$ cat src/dpl_consts.svh
// Overview of operation
// - Three leveling modes exist: write leveling, read-eye training, read-gate training.
// - Write leveling finds a separate data-group delay per byte lane.
// - All nine byte lanes converge in parallel within one run.
// - Per-lane, per-mode seeds are loaded first; search starts from them.
// - Seeds and results are taps, 256 taps per clock period.
// - Search only increases delay; seeds carry a 128-tap negative offset. The lanes start at the raw seed; DPL_SEED_OFFSET is never applied.
// - Polarity flip drives the memory clock inverted, a half-period shift.
// - Inversion only when the flip control is set; otherwise clock is true.
`ifndef DPL_CONSTS_SVH
`define DPL_CONSTS_SVH

`define DPL_LANES            9
`define DPL_MODES            3
`define DPL_TAPS_PER_CLOCK   256
`define DPL_TAP_WIDTH        8
`define DPL_SEED_OFFSET      128
`define DPL_TAP_MAX          8'hFF
`define DPL_SEED_RESET       8'h00
`define DPL_CLOCK_PERIOD_NS  10
`define DPL_SETTLE_NS        40
`define DPL_SETTLE_CYCLES    ((`DPL_SETTLE_NS + `DPL_CLOCK_PERIOD_NS - 1) / `DPL_CLOCK_PERIOD_NS)

`endif

$ cat src/dpl_pkg.sv
package dpl_pkg;

	typedef enum logic [1:0] {
		DPL_MODE_WRITE = 2'b00,
		DPL_MODE_EYE   = 2'b01,
		DPL_MODE_GATE  = 2'b10
	} dpl_mode_t;

	typedef enum logic [1:0] {
		DPL_ST_IDLE   = 2'b00,
		DPL_ST_RUN    = 2'b01,
		DPL_ST_FINISH = 2'b10
	} dpl_state_t;

endpackage

$ cat src/dpl_leveling.sv
`timescale 1ns/10ps
`include "dpl_consts.svh"

module dpl_leveling
	import dpl_pkg::*;
#(
	parameter int LANES         = `DPL_LANES,
	parameter int TAP_WIDTH     = `DPL_TAP_WIDTH,
	parameter int SETTLE_CYCLES = `DPL_SETTLE_CYCLES
) (
	input  wire logic                       clock,
	input  wire logic                       reset,
	input  wire logic                       clock_enable,
	input  wire logic                       seed_load,
	input  wire logic [3:0]                 seed_lane,
	input  wire logic [1:0]                 seed_mode,
	input  wire logic [TAP_WIDTH-1:0]       seed_value,
	input  wire logic                       level_start,
	input  wire logic [1:0]                 level_mode,
	input  wire logic                       clock_output_polarity_flip,
	input  wire logic [LANES-1:0]           lane_feedback,
	output logic [LANES*TAP_WIDTH-1:0]      write_level_delay,
	output logic [LANES*TAP_WIDTH-1:0]      read_eye_delay,
	output logic [LANES*TAP_WIDTH-1:0]      gate_level_delay,
	output logic                            level_busy,
	output logic                            write_level_done,
	output logic                            read_eye_done,
	output logic                            gate_level_done,
	output logic [LANES-1:0]                lane_failed,
	output logic                            memory_clock
);

	// ==========================================================
	// Feedback synchroniser
	// ==========================================================
	// Pins run free of this clock; lanes read only the second stage
	logic [LANES-1:0] feedback_meta;
	logic [LANES-1:0] feedback_sync;
	logic [LANES-1:0] next_feedback_meta;
	logic [LANES-1:0] next_feedback_sync;

	always_comb begin
		next_feedback_meta = lane_feedback;
		next_feedback_sync = feedback_meta;
	end

	always_ff @(posedge clock or posedge reset) begin
		if (reset) begin
			feedback_meta <= '0;
			feedback_sync <= '0;
		end else if (clock_enable) begin
			feedback_meta <= next_feedback_meta;
			feedback_sync <= next_feedback_sync;
		end
	end

	// ==========================================================
	// Run control
	// ==========================================================
	dpl_state_t       state;
	dpl_state_t       next_state;
	logic [1:0]       run_mode;
	logic [1:0]       next_run_mode;
	logic             run_start;
	logic             next_run_start;
	logic [15:0]      settle_count;
	logic [15:0]      next_settle_count;
	logic             sample_tick;
	logic             next_sample_tick;
	logic [2:0]       done_flags;
	logic [2:0]       next_done_flags;
	logic             next_level_busy;
	logic [LANES-1:0] lane_active;
	logic [LANES-1:0] lane_fail_live;

	// Wraps at the last settle cycle; 16 bits covers any sane settle time
	localparam logic [15:0] SETTLE_LAST = 16'(SETTLE_CYCLES - 1);

	always_comb begin
		next_state        = state;
		next_run_mode     = run_mode;
		next_run_start    = 1'b0;
		next_settle_count = settle_count;
		next_sample_tick  = 1'b0;
		next_done_flags   = done_flags;
		next_level_busy   = level_busy;
		case (state)
			DPL_ST_IDLE: begin
				// Start heard only here; a start while busy is dropped
				// Unused mode code is ignored
				if (level_start && level_mode != 2'b11) begin
					next_state        = DPL_ST_RUN;
					next_run_mode     = level_mode;
					next_run_start    = 1'b1;
					next_settle_count = 16'h0000;
					next_level_busy   = 1'b1;
					// Stale done must not survive a rerun of the same mode
					next_done_flags[level_mode] = 1'b0;
				end
			end
			DPL_ST_RUN: begin
				// Each tap step waits out the delay-line settle time before sampling
				if (settle_count == SETTLE_LAST) begin
					next_settle_count = 16'h0000;
					next_sample_tick  = 1'b1;
				end else begin
					next_settle_count = settle_count + 16'h0001;
				end
				// Lanes are not loaded yet while run_start stands
				if (!run_start && lane_active == '0) begin
					next_state = DPL_ST_FINISH;
				end
			end
			DPL_ST_FINISH: begin
				// Busy falls and done rises on one edge, so polling either is safe
				next_state      = DPL_ST_IDLE;
				next_level_busy = 1'b0;
				next_done_flags[run_mode] = 1'b1;
			end
			default: begin
				// Unused state code falls back to idle
				next_state      = DPL_ST_IDLE;
				next_level_busy = 1'b0;
			end
		endcase
	end

	// Clock enable low holds the whole sequencer where it stands
	always_ff @(posedge clock or posedge reset) begin
		if (reset) begin
			state        <= DPL_ST_IDLE;
			run_mode     <= 2'b00;
			run_start    <= 1'b0;
			settle_count <= 16'h0000;
			sample_tick  <= 1'b0;
			done_flags   <= 3'h0;
			level_busy   <= 1'b0;
		end else if (clock_enable) begin
			state        <= next_state;
			run_mode     <= next_run_mode;
			run_start    <= next_run_start;
			settle_count <= next_settle_count;
			sample_tick  <= next_sample_tick;
			done_flags   <= next_done_flags;
			level_busy   <= next_level_busy;
		end
	end

	// ==========================================================
	// Completion flags
	// ==========================================================
	// Flags are flops; this only picks bits
	always_comb begin
		write_level_done = done_flags[DPL_MODE_WRITE];
		read_eye_done    = done_flags[DPL_MODE_EYE];
		gate_level_done  = done_flags[DPL_MODE_GATE];
	end

	// ==========================================================
	// Byte lanes
	// ==========================================================
	// One shared seed bus; the lane number picks the target
	genvar g;
	generate
		for (g = 0; g < LANES; g++) begin : gen_lane
			logic lane_seed_load;
			assign lane_seed_load = seed_load && (seed_lane == 4'(g));
			dpl_lane #(
				.TAP_WIDTH (TAP_WIDTH)
			) u_lane (
				.clock             (clock),
				.reset             (reset),
				.clock_enable      (clock_enable),
				.seed_load         (lane_seed_load),
				.seed_mode         (seed_mode),
				.seed_value        (seed_value),
				.run_start         (run_start),
				.run_mode          (run_mode),
				.sample_tick       (sample_tick),
				.feedback          (feedback_sync[g]),
				.write_level_delay (write_level_delay[g*TAP_WIDTH +: TAP_WIDTH]),
				.read_eye_delay    (read_eye_delay[g*TAP_WIDTH +: TAP_WIDTH]),
				.gate_level_delay  (gate_level_delay[g*TAP_WIDTH +: TAP_WIDTH]),
				.active            (lane_active[g]),
				.failed            (lane_fail_live[g])
			);
		end
	endgenerate

	// ==========================================================
	// Lane status
	// ==========================================================
	// Fail flags are flops inside each lane, cleared at the next start
	always_comb begin
		lane_failed = lane_fail_live;
	end

	// ==========================================================
	// Memory clock, half the core rate
	// ==========================================================
	// Limitation: a flip while running jumps the clock by half a period
	logic clock_phase;
	logic next_clock_phase;
	logic next_memory_clock;

	always_comb begin
		next_clock_phase  = ~clock_phase;
		// Inverted drive adds an apparent half period to the fly-by path
		next_memory_clock = next_clock_phase ^ clock_output_polarity_flip;
	end

	always_ff @(posedge clock or posedge reset) begin
		if (reset) begin
			// Both low in reset; the first enabled edge drives the clock high, or low if the polarity flip is set
			clock_phase  <= 1'b0;
			memory_clock <= 1'b0;
		end else if (clock_enable) begin
			clock_phase  <= next_clock_phase;
			memory_clock <= next_memory_clock;
		end
	end

endmodule

$ cat src/dpl_lane.sv
`timescale 1ns/10ps
`include "dpl_consts.svh"

module dpl_lane
	import dpl_pkg::*;
#(
	parameter int TAP_WIDTH = `DPL_TAP_WIDTH
) (
	input  wire logic                 clock,
	input  wire logic                 reset,
	input  wire logic                 clock_enable,
	input  wire logic                 seed_load,
	input  wire logic [1:0]           seed_mode,
	input  wire logic [TAP_WIDTH-1:0] seed_value,
	input  wire logic                 run_start,
	input  wire logic [1:0]           run_mode,
	input  wire logic                 sample_tick,
	input  wire logic                 feedback,
	output logic [TAP_WIDTH-1:0]      write_level_delay,
	output logic [TAP_WIDTH-1:0]      read_eye_delay,
	output logic [TAP_WIDTH-1:0]      gate_level_delay,
	output logic                      active,
	output logic                      failed
);

	logic [TAP_WIDTH-1:0] seed       [`DPL_MODES];
	logic [TAP_WIDTH-1:0] result     [`DPL_MODES];
	logic [TAP_WIDTH-1:0] next_seed  [`DPL_MODES];
	logic [TAP_WIDTH-1:0] next_result[`DPL_MODES];
	logic [TAP_WIDTH-1:0] delay;
	logic [TAP_WIDTH-1:0] next_delay;
	logic [1:0]           mode;
	logic [1:0]           next_mode;
	logic                 next_active;
	logic                 next_failed;
	logic [TAP_WIDTH-1:0] next_write_level_delay;
	logic [TAP_WIDTH-1:0] next_read_eye_delay;
	logic [TAP_WIDTH-1:0] next_gate_level_delay;

	always_comb begin
		next_seed   = seed;
		next_result = result;
		next_delay  = delay;
		next_mode   = mode;
		next_active = active;
		next_failed = failed;
		// Seeds only change between runs so a search never sees its start move
		// Mode code 11 has no seed slot
		if (seed_load && !active && seed_mode != 2'b11) begin
			next_seed[seed_mode] = seed_value;
		end
		if (run_start) begin
			next_delay  = seed[run_mode];
			next_mode   = run_mode;
			next_active = 1'b1;
			next_failed = 1'b0;
		end else if (active && sample_tick) begin
			if (feedback) begin
				next_active  = 1'b0;
				next_result[mode] = delay;
			end else if (delay == `DPL_TAP_MAX) begin
				// Out of range: keep the last tap, flag the lane
				next_active  = 1'b0;
				next_failed  = 1'b1;
				next_result[mode] = delay;
			end else begin
				next_delay = delay + TAP_WIDTH'(1);
			end
		end
		// Live delay while searching, final result afterwards; taps of 1/256 period
		next_write_level_delay = next_result[DPL_MODE_WRITE];
		next_read_eye_delay    = next_result[DPL_MODE_EYE];
		next_gate_level_delay  = next_result[DPL_MODE_GATE];
		if (next_active) begin
			case (next_mode)
				DPL_MODE_WRITE: next_write_level_delay = next_delay;
				DPL_MODE_EYE:   next_read_eye_delay    = next_delay;
				DPL_MODE_GATE:  next_gate_level_delay  = next_delay;
				default:        next_write_level_delay = next_result[DPL_MODE_WRITE];
			endcase
		end
	end

	always_ff @(posedge clock or posedge reset) begin
		if (reset) begin
			for (int m = 0; m < `DPL_MODES; m++) begin
				seed[m]   <= `DPL_SEED_RESET;
				result[m] <= `DPL_SEED_RESET;
			end
			delay  <= `DPL_SEED_RESET;
			mode   <= 2'b00;
			write_level_delay <= `DPL_SEED_RESET;
			read_eye_delay    <= `DPL_SEED_RESET;
			gate_level_delay  <= `DPL_SEED_RESET;
			active <= 1'b0;
			failed <= 1'b0;
		end else if (clock_enable) begin
			seed   <= next_seed;
			result <= next_result;
			delay  <= next_delay;
			mode   <= next_mode;
			write_level_delay <= next_write_level_delay;
			read_eye_delay    <= next_read_eye_delay;
			gate_level_delay  <= next_gate_level_delay;
			active <= next_active;
			failed <= next_failed;
		end
	end

endmodule

$ cat config.mk
export PLATFORM = sky130hd
export DESIGN_NAME = dpl_leveling
export DESIGN_NICKNAME = d
export VERILOG_FILES = /design/src/dpl_pkg.sv /design/src/dpl_leveling.sv /design/src/dpl_lane.sv
export VERILOG_INCLUDE_DIRS = /design/src
export SDC_FILE = /design/constraint.sdc
export NUM_CORES = 2
export LEC_CHECK = 0
export BUFFER_PORTS_ARGS = -buffer_cell sky130_fd_sc_hd__buf_2
export CAP_MARGIN = 20
export CORE_ASPECT_RATIO = 0.8
export CORE_UTILIZATION = 61
export CTS_CLUSTER_SIZE = 28
export DETAILED_ROUTE_END_ITERATION = 10
export GPL_ROUTABILITY_DRIVEN = 0
export HOLD_SLACK_MARGIN = 0.05
export PLACE_DENSITY = 0.8
export REMOVE_ABC_BUFFERS = 1
export SYNTH_ARGS = -nofsm -noshare
export SYNTH_HDL_FRONTEND = slang
export SYNTH_HIERARCHICAL = 1
export SYNTH_SLANG_ARGS = --single-unit
$ cat constraint.sdc
create_clock -name clock -period 2.95 [get_ports clock]
set_input_delay 0.295 -clock clock [delete_from_list [all_inputs] [get_ports clock]]
set_output_delay 0.295 -clock clock [all_outputs]
set_load 0.01 [all_outputs]
==> impl_metrics.py <==
metrics = {
    "grt": {
        "grt_usage_pct": 32.8,
        "grt_pass1_vias": 30200,
        "grt_overflow": 0,
        "grt_pass1_wl_um": 173000,
        "antenna_found_initial": 6,
        "grt_max_degree": 85,
    },
    "final_layout": {
        "finalCoreUtilization_pct": 70.7,
        "final_cell_count_no_fill": 4696,
        "layout.nets": 3824,
        "drive_gt1_share_pct": 20.9,
        "fill_cells": 4610,
        "area_growth_pct": 13.9,
    },
    "sta": {
        "maxSlewViolCount": 0,
        "rsz0062_at_grt": "no",
        "period_needed_ns": 2.65,
        "setup_viol": 0,
        "slew_headroom_pct": 21.8,
        "fin_skew_ns": 0.0269,
        "fmax_ghz": 0.378,
        "period_share_pct": 89.8,
        "hold_violations": 0,
        "tightest_slew_ns": 1.15,
    },
    "critical_path": {
        "critical_path.top_delay_family": "compound AO/OA/AOI/OAI gates",
        "cp-end-kind": "flop",
        "slowest_delay_ns": 0.91,
        "cp_data_required_time_ns": 3.44,
        "crit_type": "reg -> reg",
        "cp.arrival_ns": 3.14,
        "slowest_stage": "o311ai_1",
        "cp-start-kind": "flop",
        "cp_cell_sequence": "buf_4 -> and3b_1 -> and2_0 -> o311ai_1 -> a2bb2oi_1 -> o21ai_1",
        "critPathMaxFanout": 23,
        "worstPathBufferInverterCount": 1,
    },
    "yosys": {
        "postSynth.asyncResetShare_pct": 100,
        "avgSynthCellArea_um2": 11.5,
        "netlist_top_cells_count": "802 x dfrtp_1, 373 x nand2_1, 333 x mux2_1, 242 x mux2i_1, 183 x o221ai_1",
        "ys.flop_type": "dfrtp_1",
        "ys_types": 88,
        "synth_area_leaders": "dfrtp_1 50%, mux2_1 9.4%, mux2i_1 6.0%, o221ai_1 4.0%, nand2_1 3.5%",
        "synth_top_cell_by_area": "dfrtp_1",
        "synthesis.area_um2": 40100,
        "synth_edf_count": 0,
        "yosys_warnings": 6,
        "ys_ff_latch": 802,
        "synth_top_area_share_pct": 50.1,
        "yosysSeqAreaShare_pct": 50.1,
        "post-synth-top-count-cell": "dfrtp_1",
        "synthCells": 3497,
    },
    "detailed_routing": {
        "first_iter_violations": 3325,
        "wl_per_cell_um": 23.1,
        "drt-total-wl_um": 109000,
        "first_pass_iters": 6,
        "routed-via-count": 30900,
        "drc_errors": 0,
        "ant_nets": 0,
        "viasPerCell": 6.57,
    },
    "outcome": {
        "outcome": "finished clean",
    },
    "clocking": {
        "cts.sinks": 802,
        "ctsResizeCount": 0,
        "clkTransAtPathRegs_ns": 0.06,
        "ctsRootBufferMaster": "clkbuf_16",
        "numCtsBuffers": 79,
        "clk_latency_ns": 0.63,
        "cts_max_path_buffers": 3,
        "htree_levels": 3,
        "cts_setup_buffers": 0,
        "cts_tree": "done",
    },
    "floorplan": {
        "core_area_um2": 64600,
        "die_x_um": 289,
        "io_pins": 261,
        "dieArea_um2": 66700,
        "dieHeight_um": 231,
        "start_util_pct": 62.1,
        "rows": 83,
    },
    "pwr": {
        "pwr-share-clk_pct": 34.9,
        "power_frac_comb_pct": 20.3,
        "seq_power_share_pct": 44.8,
        "p_int_mw": 21.1,
        "swShare_pct": 31.8,
        "p_per_area_nw_per_um2": 679,
        "p_switching_mw": 9.85,
        "ir_drop_mv": 0.474,
        "p_leak_nw": 21.4,
    },
    "place": {
        "portBuffers": 260,
        "hpwl_um": 71700,
        "placed_cells": 4539,
    },
    "flow_run": {
        "max-cap-violations": 0,
    },
    "min_path": {
        "hold_path.class": "in -> reg",
    },
}
-- flip-flops by register name (all words and copies together) (netlist names) --
name                               cells
run_start                              1
settle_count                          16
gen_lane.u_lane/write_level_delay     72
gen_lane.u_lane/delay                 72
level_busy                             1
done_flags                             3
gen_lane.u_lane/mode                  18
sample_tick                            1
run_mode                               2
gen_lane.u_lane/failed                 9
gen_lane.u_lane/result               216
feedback_meta                          9
gen_lane.u_lane/seed                 216
memory_clock                           1
clock_phase                            1
feedback_sync                          9
gen_lane.u_lane/read_eye_delay        72
gen_lane.u_lane/active                 9
state                                  2
gen_lane.u_lane/gate_level_delay      72
-- power by group through the flow --
stage	Clock, mW	Combinational (mW)	Sequential, mW
after global placement	0	6.02	13.9
after CTS	11.0	6.22	13.8
after global routing	11.4	6.82	14.0
final	10.8	6.28	13.9
after detailed placement	0	6.15	14.0
after floorplan	0	3.29	13.9
-- cell type report --
cell class              count  area, um2  area share (%)
clock inverters            30        483            1.06
flip-flops and latches    802      20100            44.0
diodes                      1       2.50         0.00548
multi-input cells        2410      18800            41.1
inverters                  83        323           0.707
repair buffers            407       2650            5.80
well taps                 850       1060            2.33
clock buffers             113       2290            5.01
-- cell families after synthesis --
family,share of synthesized area [%]
fa+ha+maj,0.312
compound gates,14.3
xor+xnor,0.262
buf+inv,3.28
simple gates,11.5
flops,50.1
mux,20.3
-- worst paths after layout --
| path | startpoint | endpoint | slack, ns | cells after the start |
|---|---|---|---|---|
| setup / recovery | sample_tick$_DFFE_PP0P_ | gen_lane[5].u_lane/write_level_delay[3]$_DFFE_PP0P_ | 0.30 | 6 |
| hold / removal | level_start | done_flags[0]$_DFFE_PP0P_ | 0.11 | 4 |
| setup reg to reg | sample_tick$_DFFE_PP0P_ | gen_lane[5].u_lane/write_level_delay[3]$_DFFE_PP0P_ | 0.30 | 6 |
| hold reg to reg | gen_lane[1].u_lane/write_level_delay[1]$_DFFE_PP0P_ | gen_lane[1].u_lane/write_level_delay[1]$_DFFE_PP0P_ | 0.48 | 2 |
| max in group asynchronous | reset | gen_lane[3].u_lane/gate_level_delay[4]$_DFFE_PP0P_ | 1.68 | 4 |
| min in group asynchronous | reset | settle_count[12]$_DFFE_PP0P_ | 0.48 | 3 |
-- through the flow --
step | setup WS, ns | hold WS, ns | power [mW] | cell area, um2 | setup TNS [ns]
floorplan | -2.60 | 0.380 | 17.2 | 39100 | -944.60
finish | 0.302 | 0.105 | 31.0 | 45600 | 0
CTS | 0.390 | 0.0746 | 31.0 | 45600 | 0
detailed placement | 0.478 | 0.465 | 20.2 | 42700 | 0
global placement | 0.510 | 0.459 | 20.0 | 42700 | 0
global route | 0.217 | 0.139 | 32.3 | 45600 | 0
-- worst reg2reg max path: stages, from the launching register on --
cell and delay, ns:
dfrtp_2 0.60, buf_4 0.30, and3b_1 0.27, and2_0 0.16, o311ai_1 0.91, a2bb2oi_1 0.21, o21ai_1 0.09
-- timing repair --
action                                  4_1_cts  5_1_grt
endpoints found under the setup margin        0        0
hold buffers                                 13        0
endpoints found under the hold margin       261        0
-- layer usage --
| layer | track usage (%) | vias to the layer above | part of all wire (%) |
|---|---|---|---|
| met5 | 0 | - | 0 |
| met4 | 10.5 | 0 | 3.1 |
| met3 | 6.29 | 235 | 8.4 |
| met2 | 48.5 | 1424 | 45 |
| met1 | 48.8 | 15500 | 44 |
| li1 | - | 13700 | - |
-- placed cells by master (no fill, tap or decap), types with 17 or more instances in the layout --
| master | instances |
|---|---|
| buf_4 | 118 |
| and3_1 | 27 |
| inv_1 | 50 |
| mux2_2 | 89 |
| nand4_1 | 46 |
| o211ai_1 | 35 |
| o21ai_0 | 66 |
| clkbuf_16 | 82 |
| nor2b_1 | 19 |
| nor2_1 | 136 |
| buf_2 | 259 |
| dfrtp_1 | 798 |
| o221ai_1 | 183 |
| nor3_2 | 17 |
| mux2i_1 | 242 |
| clkinv_2 | 21 |
| mux2_4 | 63 |
| a221o_1 | 23 |
| nand2b_1 | 25 |
| mux2_1 | 333 |
| inv_2 | 22 |
| o21ai_1 | 94 |
| nand2_1 | 373 |
| nand2_4 | 23 |
| a31oi_1 | 24 |
| o31ai_1 | 22 |
| a21o_1 | 17 |
| clkbuf_1 | 19 |
| nand3_1 | 43 |
| a21oi_1 | 144 |
No activity file was read; power rests on OpenSTA's default activity.
